File: src/design/smswp_pkg.sv
// Shared constants and types of the switch monitor serial and wake port
package smswp_pkg;

	// Word and input counts
	localparam int SMSWP_WORD_BITS = 24;
	localparam int SMSWP_PROG_INPUTS = 8;
	localparam int SMSWP_GND_INPUTS = 14;
	localparam int SMSWP_SWITCHES = SMSWP_PROG_INPUTS + SMSWP_GND_INPUTS;

	// Status word layout, most significant bit leaves first
	localparam int SMSWP_STAT_INT_POS = 23;
	localparam int SMSWP_STAT_THERM_POS = 22;
	localparam int SMSWP_STAT_PROG_LSB = 14;
	localparam int SMSWP_STAT_GND_LSB = 0;

	// Command word layout
	localparam int SMSWP_CMD_OP_MSB = 23;
	localparam int SMSWP_CMD_OP_LSB = 16;
	localparam logic [7:0] SMSWP_CMD_OP_SETTINGS = 8'h01;
	localparam int SMSWP_CMD_POL_LSB = 0;

	// Values after reset
	localparam logic [SMSWP_PROG_INPUTS-1:0] SMSWP_POL_RESET = 8'hff;
	localparam logic [SMSWP_WORD_BITS-1:0] SMSWP_WORD_RESET = 24'h000000;
	// Pin synchroniser levels {CS, SCLK, SI, INT, WAKE, supply, thermal}: idle levels
	localparam logic [6:0] SMSWP_PIN_RESET = 7'h4e;

	// Edge counter
	localparam int SMSWP_CNT_W = 5;
	localparam logic [SMSWP_CNT_W-1:0] SMSWP_CNT_FULL = 5'h18;
	localparam logic [SMSWP_CNT_W-1:0] SMSWP_CNT_MAX = 5'h1f;
	localparam logic [SMSWP_CNT_W-1:0] SMSWP_CNT_ONE = 5'h01;

	// Operating mode
	typedef enum logic {
		SMSWP_NORMAL = 1'b0,
		SMSWP_SLEEP = 1'b1
	} smswp_mode_t;

endpackage

File: src/design/smswp_sync.sv
// Two-stage synchroniser for a vector of asynchronous pins
`timescale 1ns/10ps
module smswp_sync
	import smswp_pkg::*;
#(
	parameter int WIDTH = 1,
	parameter logic [WIDTH-1:0] RESET_VAL = '0
) (
	input wire logic clk,
	input wire logic rst_n,
	input wire logic [WIDTH-1:0] d,
	output logic [WIDTH-1:0] q
);

	logic [WIDTH-1:0] meta;

	// First stage feeds only the second stage
	always_ff @(posedge clk) begin
		if (!rst_n) begin
			meta <= RESET_VAL;
			q <= RESET_VAL;
		end else begin
			meta <= d;
			q <= meta;
		end
	end

endmodule

File: src/design/smswp_decode.sv
// Comparator-to-contact decode for programmable and ground-only inputs
`timescale 1ns/10ps
module smswp_decode
	import smswp_pkg::*;
(
	input wire logic [SMSWP_PROG_INPUTS-1:0] prog_above,
	input wire logic [SMSWP_GND_INPUTS-1:0] gnd_above,
	input wire logic [SMSWP_PROG_INPUTS-1:0] polarity,
	output logic [SMSWP_PROG_INPUTS-1:0] prog_closed,
	output logic [SMSWP_GND_INPUTS-1:0] gnd_closed
);

	// Battery setting: above reference is closed; ground setting inverts
	assign prog_closed = ~(prog_above ^ polarity);

	// Ground-only inputs: below reference is closed
	assign gnd_closed = ~gnd_above;

endmodule

File: src/design/smswp_top.sv
// Serial slave port, interrupt and wake logic of the switch monitor
//
// Functional notes
// - CS fall: enable SO, capture status
// - CS rise: SO back to high impedance
// - CS rise: release interrupt unless new change
// - CS rise: apply received command word
// - CS high: ignore SCLK, SI; SO off
// - SI sampled on SCLK falling edge
// - SO updates on SCLK rising edge
// - Command needs 24 bits, ones kept
// - SO tri-stated until select; closed is one
// - First rise gives bit 24, then descending
// - Both words shift MSB first, FIFO
// - Normal mode: enabled change pulls interrupt low
// - Interrupt bit shows only own interrupt
// - Sleep: CS fall wakes with logic supply
// - Sleep: interrupt line fall wakes, wake high
// - Wake output low normal, released sleep
// - Sleep: wake fall wakes, interrupt gating
// - CS and interrupt wakes need logic supply
// - Programmable polarity makes closed read one
// - Ground inputs: below reference reads closed
// - Every response carries switches and flags
`timescale 1ns/10ps
module smswp_top
	import smswp_pkg::*;
(
	input wire logic CORE_CLK,
	input wire logic RST_N,
	input wire logic CS_N,
	input wire logic SCLK,
	input wire logic SI,
	output logic SO_O,
	output logic SO_OE,
	input wire logic INT_N_I,
	output logic INT_N_O,
	output logic INT_N_OE,
	input wire logic WAKE_N_I,
	output logic WAKE_N_O,
	output logic WAKE_N_OE,
	input wire logic LOGIC_SUPPLY_OK,
	input wire logic THERMAL_FLAG,
	input wire logic [SMSWP_PROG_INPUTS-1:0] PROG_ABOVE_REF,
	input wire logic [SMSWP_GND_INPUTS-1:0] GND_ABOVE_REF,
	input wire logic [SMSWP_SWITCHES-1:0] IRQ_ENABLE,
	input wire logic SLEEP_REQ,
	output logic SLEEP_MODE,
	output logic [SMSWP_PROG_INPUTS-1:0] POLARITY,
	output logic [SMSWP_WORD_BITS-1:0] CMD_WORD,
	output logic CMD_STROBE
);

	// Synchronised pin levels
	logic cs_s;
	logic sclk_s;
	logic si_s;
	logic int_s;
	logic wake_s;
	logic vdd_s;
	logic therm_s;
	logic [SMSWP_PROG_INPUTS-1:0] prog_above_s;
	logic [SMSWP_GND_INPUTS-1:0] gnd_above_s;

	// Previous synchronised levels for edge detection
	logic cs_d;
	logic sclk_d;
	logic int_d;
	logic wake_d;

	// Serial engine state
	logic [SMSWP_WORD_BITS-1:0] shreg;
	logic [SMSWP_CNT_W-1:0] fall_cnt;
	logic so_bit;
	logic so_en;

	// Switch and interrupt state
	logic [SMSWP_PROG_INPUTS-1:0] prog_closed;
	logic [SMSWP_GND_INPUTS-1:0] gnd_closed;
	logic [SMSWP_SWITCHES-1:0] closed;
	logic [SMSWP_SWITCHES-1:0] ref_state;
	logic [SMSWP_SWITCHES-1:0] snap;
	logic int_own;
	logic [SMSWP_PROG_INPUTS-1:0] polarity;
	smswp_mode_t mode;
	smswp_mode_t next_mode;

	// Edge and event terms
	logic cs_fall;
	logic cs_rise;
	logic sclk_rise;
	logic sclk_fall;
	logic int_fall;
	logic wake_fall;
	logic change_now;
	logic snap_change;
	logic int_set;
	logic wake_hit;
	logic wake_by_pin;
	logic wake_by_cs;
	logic wake_by_int;
	logic wake_by_sw;
	logic word_ok;

	// Select, serial, interrupt, wake, supply and thermal pins; CS idles high, SCLK low
	smswp_sync #(
		.WIDTH(7),
		.RESET_VAL(SMSWP_PIN_RESET)
	) u_pin_sync (
		.clk(CORE_CLK),
		.rst_n(RST_N),
		.d({CS_N, SCLK, SI, INT_N_I, WAKE_N_I, LOGIC_SUPPLY_OK, THERMAL_FLAG}),
		.q({cs_s, sclk_s, si_s, int_s, wake_s, vdd_s, therm_s})
	);

	// Comparator outputs are asynchronous too
	smswp_sync #(
		.WIDTH(SMSWP_SWITCHES),
		.RESET_VAL('0)
	) u_cmp_sync (
		.clk(CORE_CLK),
		.rst_n(RST_N),
		.d({PROG_ABOVE_REF, GND_ABOVE_REF}),
		.q({prog_above_s, gnd_above_s})
	);

	// Polarity applied so every closed contact reads as one
	smswp_decode u_decode (
		.prog_above(prog_above_s),
		.gnd_above(gnd_above_s),
		.polarity(polarity),
		.prog_closed(prog_closed),
		.gnd_closed(gnd_closed)
	);

	assign closed = {prog_closed, gnd_closed};

	// Builds the outgoing status word
	function automatic logic [SMSWP_WORD_BITS-1:0] status_word(
		input logic int_flag,
		input logic therm,
		input logic [SMSWP_PROG_INPUTS-1:0] prog,
		input logic [SMSWP_GND_INPUTS-1:0] gnd
	);
		logic [SMSWP_WORD_BITS-1:0] w;
		w = SMSWP_WORD_RESET;
		w[SMSWP_STAT_INT_POS] = int_flag;
		w[SMSWP_STAT_THERM_POS] = therm;
		w[SMSWP_STAT_PROG_LSB +: SMSWP_PROG_INPUTS] = prog;
		w[SMSWP_STAT_GND_LSB +: SMSWP_GND_INPUTS] = gnd;
		return w;
	endfunction

	// Delayed copies for edge detection
	always_ff @(posedge CORE_CLK) begin
		if (!RST_N) begin
			cs_d <= 1'b1;
			sclk_d <= 1'b0;
			int_d <= 1'b1;
			wake_d <= 1'b1;
		end else begin
			cs_d <= cs_s;
			sclk_d <= sclk_s;
			int_d <= int_s;
			wake_d <= wake_s;
		end
	end

	// Without the logic supply the serial port is dead
	// A select edge seen without the supply is dropped, so no half frame applies
	assign cs_fall = cs_d & ~cs_s & vdd_s;
	assign cs_rise = ~cs_d & cs_s & vdd_s;
	// Clock edges only count while selected
	assign sclk_rise = ~sclk_d & sclk_s & ~cs_s & ~cs_d;
	assign sclk_fall = sclk_d & ~sclk_s & ~cs_s & ~cs_d;
	assign int_fall = int_d & ~int_s;
	assign wake_fall = wake_d & ~wake_s;

	// Shared shift register: status loaded at select, command shifted in
	// An edge on SCLK while CS moves is undefined; the host avoids it
	always_ff @(posedge CORE_CLK) begin
		if (!RST_N) begin
			shreg <= SMSWP_WORD_RESET;
		end else if (cs_fall) begin
			// Interrupt bit needs both own request and a low line
			shreg <= status_word(int_own & ~int_s, therm_s, prog_closed,
				gnd_closed);
		end else if (sclk_fall) begin
			shreg <= {shreg[SMSWP_WORD_BITS-2:0], si_s};
		end
	end

	// Count falling edges; saturation keeps long frames invalid
	// Only falls are counted: a frame ends on a fall, before the host deselects
	always_ff @(posedge CORE_CLK) begin
		if (!RST_N) begin
			fall_cnt <= '0;
		end else if (cs_fall) begin
			fall_cnt <= '0;
		end else if (sclk_fall && fall_cnt != SMSWP_CNT_MAX) begin
			fall_cnt <= fall_cnt + SMSWP_CNT_ONE;
		end
	end

	// Output bit: each rising edge shows the current MSB
	// Off the pin the bit may hold stale data; the driver enable hides it
	always_ff @(posedge CORE_CLK) begin
		if (!RST_N) begin
			so_bit <= 1'b0;
		end else if (cs_fall) begin
			so_bit <= 1'b0;
		end else if (sclk_rise) begin
			so_bit <= shreg[SMSWP_WORD_BITS-1];
		end
	end

	// Output driver follows select, and turns off when the logic supply drops
	always_ff @(posedge CORE_CLK) begin
		if (!RST_N) begin
			so_en <= 1'b0;
		end else if (cs_fall) begin
			so_en <= 1'b1;
		end else if (cs_rise || !vdd_s) begin
			so_en <= 1'b0;
		end
	end

	assign SO_O = so_bit;
	assign SO_OE = so_en;

	// A short or long frame would misplace every field
	assign word_ok = (fall_cnt == SMSWP_CNT_FULL);

	// Command applied at deselect
	always_ff @(posedge CORE_CLK) begin
		if (!RST_N) begin
			CMD_WORD <= SMSWP_WORD_RESET;
			CMD_STROBE <= 1'b0;
		end else begin
			CMD_STROBE <= cs_rise & word_ok;
			if (cs_rise && word_ok) begin
				CMD_WORD <= shreg;
			end
		end
	end

	// Polarity register, battery setting after reset
	// Other opcodes reach the outside only through CMD_WORD
	always_ff @(posedge CORE_CLK) begin
		if (!RST_N) begin
			polarity <= SMSWP_POL_RESET;
		end else if (cs_rise && word_ok &&
			shreg[SMSWP_CMD_OP_MSB:SMSWP_CMD_OP_LSB] == SMSWP_CMD_OP_SETTINGS) begin
			polarity <= shreg[SMSWP_CMD_POL_LSB +: SMSWP_PROG_INPUTS];
		end
	end

	assign POLARITY = polarity;

	// Change detection against the last acknowledged states
	assign change_now = |((closed ^ ref_state) & IRQ_ENABLE);
	// Change since the snapshot the host is reading now
	assign snap_change = |((closed ^ snap) & IRQ_ENABLE);
	assign int_set = (mode == SMSWP_NORMAL) & change_now & ~cs_rise;

	// Snapshot of switch states taken at select
	always_ff @(posedge CORE_CLK) begin
		if (!RST_N) begin
			snap <= '0;
		end else if (cs_fall) begin
			snap <= closed;
		end
	end

	// Reference moves to what the host was shown
	always_ff @(posedge CORE_CLK) begin
		if (!RST_N) begin
			ref_state <= '0;
		end else if (cs_rise) begin
			ref_state <= snap;
		end
	end

	// Own interrupt; a change during select survives the release
	// Release and a fresh change in one cycle: the snapshot compare lets the set win
	always_ff @(posedge CORE_CLK) begin
		if (!RST_N) begin
			int_own <= 1'b0;
		end else if (cs_rise) begin
			int_own <= snap_change & (mode == SMSWP_NORMAL);
		end else if (int_set) begin
			int_own <= 1'b1;
		end
	end

	// Open drain: only ever pulls low
	assign INT_N_O = 1'b0;
	assign INT_N_OE = int_own;

	// Wake sources, each gated by the supply and line levels it depends on
	assign wake_by_pin = wake_fall & (~vdd_s | int_s);
	assign wake_by_cs = vdd_s & cs_fall;
	assign wake_by_int = vdd_s & int_fall & wake_s;
	// A switch change wakes only through the enabled inputs
	assign wake_by_sw = change_now;
	// One merged wake term, so coincident sources give one transition
	assign wake_hit = wake_by_pin | wake_by_cs | wake_by_int | wake_by_sw;

	// Mode transition logic
	always_comb begin
		next_mode = mode;
		unique case (mode)
			SMSWP_NORMAL: begin
				if (SLEEP_REQ) begin
					next_mode = SMSWP_SLEEP;
				end
			end
			SMSWP_SLEEP: begin
				if (wake_hit) begin
					next_mode = SMSWP_NORMAL;
				end
			end
		endcase
	end

	// Mode register, normal after power-on
	// Only the sleep request leaves normal mode; every wake source returns to it
	always_ff @(posedge CORE_CLK) begin
		if (!RST_N) begin
			mode <= SMSWP_NORMAL;
		end else begin
			mode <= next_mode;
		end
	end

	// Wake pin drives the supply enable low while awake
	assign WAKE_N_O = 1'b0;
	assign WAKE_N_OE = (mode == SMSWP_NORMAL);
	assign SLEEP_MODE = (mode == SMSWP_SLEEP);

endmodule

File: config.mk
export PLATFORM = sky130hd
export DESIGN_NAME = smswp_top
export DESIGN_NICKNAME = d
export VERILOG_FILES = /design/src/design/smswp_pkg.sv /design/src/design/smswp_sync.sv /design/src/design/smswp_decode.sv /design/src/design/smswp_top.sv
export SDC_FILE = /design/constraint.sdc
export NUM_CORES = 1
export LEC_CHECK = 0
export ABC_CLOCK_PERIOD_IN_PS = 2500
export BUFFER_PORTS_ARGS = -buffer_cell sky130_fd_sc_hd__clkbuf_2
export CAP_MARGIN = 0
export CORE_MARGIN = 2
export CORE_UTILIZATION = 56
export CTS_CLUSTER_DIAMETER = 150
export DETAILED_ROUTE_END_ITERATION = 10
export GPL_TIMING_DRIVEN = 0
export PLACE_DENSITY_LB_ADDON = 0.25
export SLEW_MARGIN = 10
export SYNTH_ARGS = -nofsm -noshare
export SYNTH_HDL_FRONTEND = slang
export SYNTH_HIERARCHICAL = 1
export SYNTH_SLANG_ARGS = --single-unit
File: constraint.sdc
create_clock -name CORE_CLK -period 2.5 [get_ports CORE_CLK]
set_clock_uncertainty 0.15 [all_clocks]
set_input_delay 0.25 -clock CORE_CLK [delete_from_list [all_inputs] [get_ports CORE_CLK]]
set_output_delay 0.25 -clock CORE_CLK [all_outputs]
set_load 0.02 [all_outputs]
==> impl_results.md <==
- Standby leakage power: approximately 0.0033 uW
- Slack of the worst reg-to-reg path: around 0.24 ns
- Initial core utilization: between 50% and 60%
- Mapped Area: approximately 0.0064 sq mm
- Unrepaired setup endpoints after global routing: false
- Crit path launch: POLARITY[7]
- CTS tree: yes
- Fmax: roughly 440 MHz
- Largest fanout on the critical path: 3
- Final Power: 5940 uW
- Sw frac: 22.7%
- Critical Path Source Type: flip-flop
- Gr ovfl total: 0
- Outcome: completed
- Horizontal die dimension: 111 microns
- Largest net degree at the start of global routing: 21
- Number of gates on the worst path with buffers counted: 6
- Clock-pin slew of the registers on the worst-case setup and hold paths: approximately 0.07 ns
- Startpoint of the most critical register-to-register path: POLARITY[7]
- Non-filler instance count after layout: approximately 1000
- Number of cell instances on the worst register-to-register path: 6
- Number of storage elements in the synthesis netlist: approximately 170
- End of the worst register-to-register path: SLEEP_MODE
- Final critical path time including I/O delays and setup: 2.26 ns
- DRC violation total after the first TritonRoute iteration: between 300 and 400
- Initial antenna violation count: 0
- Largest buffer count on any clock path: 2
- All-Layer GR Usage: about a quarter
- Final-report hold violation count: 0
- Via count of the first global-routing pass: 5170
- IO Port Bufs: 91
- Gate family responsible for the most delay along the worst path: simple AND/OR/NAND/NOR gates
- Power dissipated by switching net loads: ~1300 uW
- Average size of a mapped cell: between 9 and 10 sq um
- Total placed cells including tap cells: ~950
- Via Count: between 5000 and 6000
- Number of setup violations in the final report: 0
- Resized Gates After CTS: 0
- Sequential cell area fraction in the yosys report: around 53%
- Count of clock tree sinks: 172
- Half-perimeter wire length after detailed placement: 11600 microns
- Placeable core area: ~0.011 sq mm
- Setup Fix Bufs, Post-CTS: 0
- Post-synthesis instance total: between 700 and 800
- Fill cell total of the finished layout: roughly 890
- Class of the tightest hold or removal check: input pin to flip-flop
- Max-cap violations: 0
- Number of antenna repair diodes: 0
- H-tree lvl count: 4
- Pins over their slew limit: 0
- Post-synthesis to final-layout area growth: 24.1%
- Power per cell area: between 700 and 800 mW/mm^2
- Number of vias per cell after detailed routing: between 5 and 6
- First-pass GRT wire length: 26100 microns
- Clock root cell: sky130_fd_sc_hd__clkbuf_16
- Worst relative slew slack: a little over half
- Cell accounting for the most synthesized area: sky130_fd_sc_hd__dfxtp_1
- Fraction of power consumed by combinational cells: ~5.9%
- Critical Setup Path Class: flip-flop to flip-flop
- Post-synth cell types: 44
- Accumulated negative setup slack: 0 ns
- Floorplan row count: 39
- Commonest cells after routing, fill and taps aside: sky130_fd_sc_hd__nand2_1 (194), sky130_fd_sc_hd__dfxtp_1 (172), sky130_fd_sc_hd__clkbuf_2 (95)
- Signal arrival time at the worst endpoint: about 2.4 ns
- Cell Chain, Critical Path: xnor2_1, xor2_1, a22oi_1, nand4_1, or4_1, a21oi_1
- Crit end category: flip-flop
- Tcrit/Tclk final: approximately nine tenths
- Worst IR Drop VDD: 0.476 mV
- Final worst hold slack: about 0.15 ns
- Critical path required time: 2.69 ns
- Average wire per standard cell: between 15 and 20 microns
- Height of the die: roughly 110 microns
- Sequential group share of total power: 48.1%
- Area of the die: ~0.012 sq mm
- Top area cells in the synthesized netlist: sky130_fd_sc_hd__dfxtp_1 (53%), sky130_fd_sc_hd__nand2_1 (11%), sky130_fd_sc_hd__xor2_1 (6.2%)
- Master of the slowest instance on the critical path: sky130_fd_sc_hd__or4_1
- Delay of the slowest cell on the worst path: between 0.5 and 0.6 ns
- Global placer's final weighted congestion: 0.911
- Transition at the pin with the smallest max-transition slack: 0.687 ns
- Post-detailed-route DRC marker count: 0
- Crit path buf inv count: 0
- Clock share of power: around 46%
- Number of warnings printed during yosys synthesis: 6
- Post-route design area: about 0.0080 sq mm
- Instance area after placement: between 0.007 and 0.008 sq mm
- Routed Wire Length: ~16000 microns
- Final antenna-violating net count: 0
- Share of the synthesized area in the top cell type: between 50% and 60%
- Final-stage net count: between 900 and 1000
- Boundary Pins: between 90 and 100
- Setup crit end: SLEEP_MODE
- Share of layout cells above drive strength 1: ~21%
- Detailed-routing iteration count for the pre-antenna-repair pass: 5
- Most frequent standard cell in the layout excluding fill and tap cells: sky130_fd_sc_hd__nand2_1
- Num CTS Buffers: 17
- Hold Path Origin: RST_N
- Insertion delay of the later-clocked pin in the worst-skew pair: 0.42 ns
- Int Power: 4590 uW
==> flip-flops by register name, summed over array words and instances, names as in the netlist <==
name / count
u_pin_sync/meta: 7
u_cmp_sync/meta: 22
u_pin_sync/q: 7
SO_OE: 1
CMD_STROBE: 1
sclk_d: 1
shreg: 24
CMD_WORD: 24
POLARITY: 8
snap: 22
INT_N_OE: 1
u_cmp_sync/q: 22
cs_d: 1
SO_O: 1
fall_cnt: 5
int_d: 1
wake_d: 1
ref_state: 22
SLEEP_MODE: 1
==> logic make-up after synthesis <==
| group | after synthesis | share of synthesized area, % |
|---|---|---|
| other cells | 1 | 0.0582 |
| simple gates | 292 | 22.0 |
| mux | 11 | 1.71 |
| fa+ha+maj | 4 | 0.738 |
| flops | 172 | 53.4 |
| xor+xnor | 55 | 7.47 |
| compound gates | 120 | 10.8 |
| buf+inv | 57 | 3.75 |
==> per-stage QoR <==
step / worst slack, ns / util [%]
final: 0.242 / 70.7
after global routing: 0.133 / 70.7
after CTS: 0.268 / 70.7
after detailed placement: 0.276 / 62.6
after global placement: 0.298 / 62.6
after floorplan: 0.570 / -
==> power by group through the flow <==
stage	Sequential (uW)	Combinational, uW	Clock (uW)
floorplan	2910	187	0
global placement	2920	299	0
detailed placement	2920	305	0
CTS	2860	343	2760
global route	2870	382	2900
finish	2860	349	2730
==> per-layer routing <==
metal	track usage [%]	routed length [microns]	up-vias
li1	-	-	2620
met4	9.05	432	0
met1	34.3	6980	2483
met5	0	0	-
met3	5.96	950	29
met2	44.8	7650	189
==> layout make-up <==
| type | instances | area (sq um) | area share, % |
|---|---|---|---|
| inverters | 19 | 71.3 | 0.891 |
| repair buffers | 121 | 756 | 9.44 |
| clock buffers | 18 | 439 | 5.49 |
| plain buffers | 38 | 170 | 2.13 |
| well taps | 143 | 179 | 2.24 |
| clock inverters | 14 | 178 | 2.22 |
| multi-input cells | 484 | 2770 | 34.6 |
| flip-flops and latches | 172 | 3440 | 43.0 |
==> cell usage after synthesis (all sizes together) <==
master,number
mux2i,11
nor3,1
nor4b,3
and3,3
conb,1
a22oi,21
o31ai,1
xor2,46
a31oi,22
nand2b,9
a221oi,1
and2,51
or4,1
inv,19
nor2b,2
dfxtp,172
buf,11
nand4,6
nand2,194
nor2,10
clkbuf,27
nor3b,1
maj3,1
a222oi,1
nand3b,2
xnor2,9
or2b,2
and4,1
a21oi,72
nor4,1
and3b,1
o2111ai,1
nand3,4
ha,3
a211oi,1
==> worst min path at each step <==
stage                               endpoint  slack (ns)  cells past startpoint
after floorplan           u_pin_sync/meta[1]        0.17                      1
after global placement       u_pin_sync/q[6]        0.24                      1
after detailed placement     u_pin_sync/q[3]        0.24                      1
after CTS                 u_pin_sync/meta[2]        0.15                      2
after global routing                  wake_d        0.18                      2
final                                 wake_d        0.15                      2
==> what timing repair did <==
| item | CTS | global route |
|---|---|---|
| setup endpoints to repair | 0 | 0 |
| hold endpoints to repair | 30 | 0 |
| hold buffers | 30 | 0 |
No activity file was read; power rests on OpenSTA's default activity.
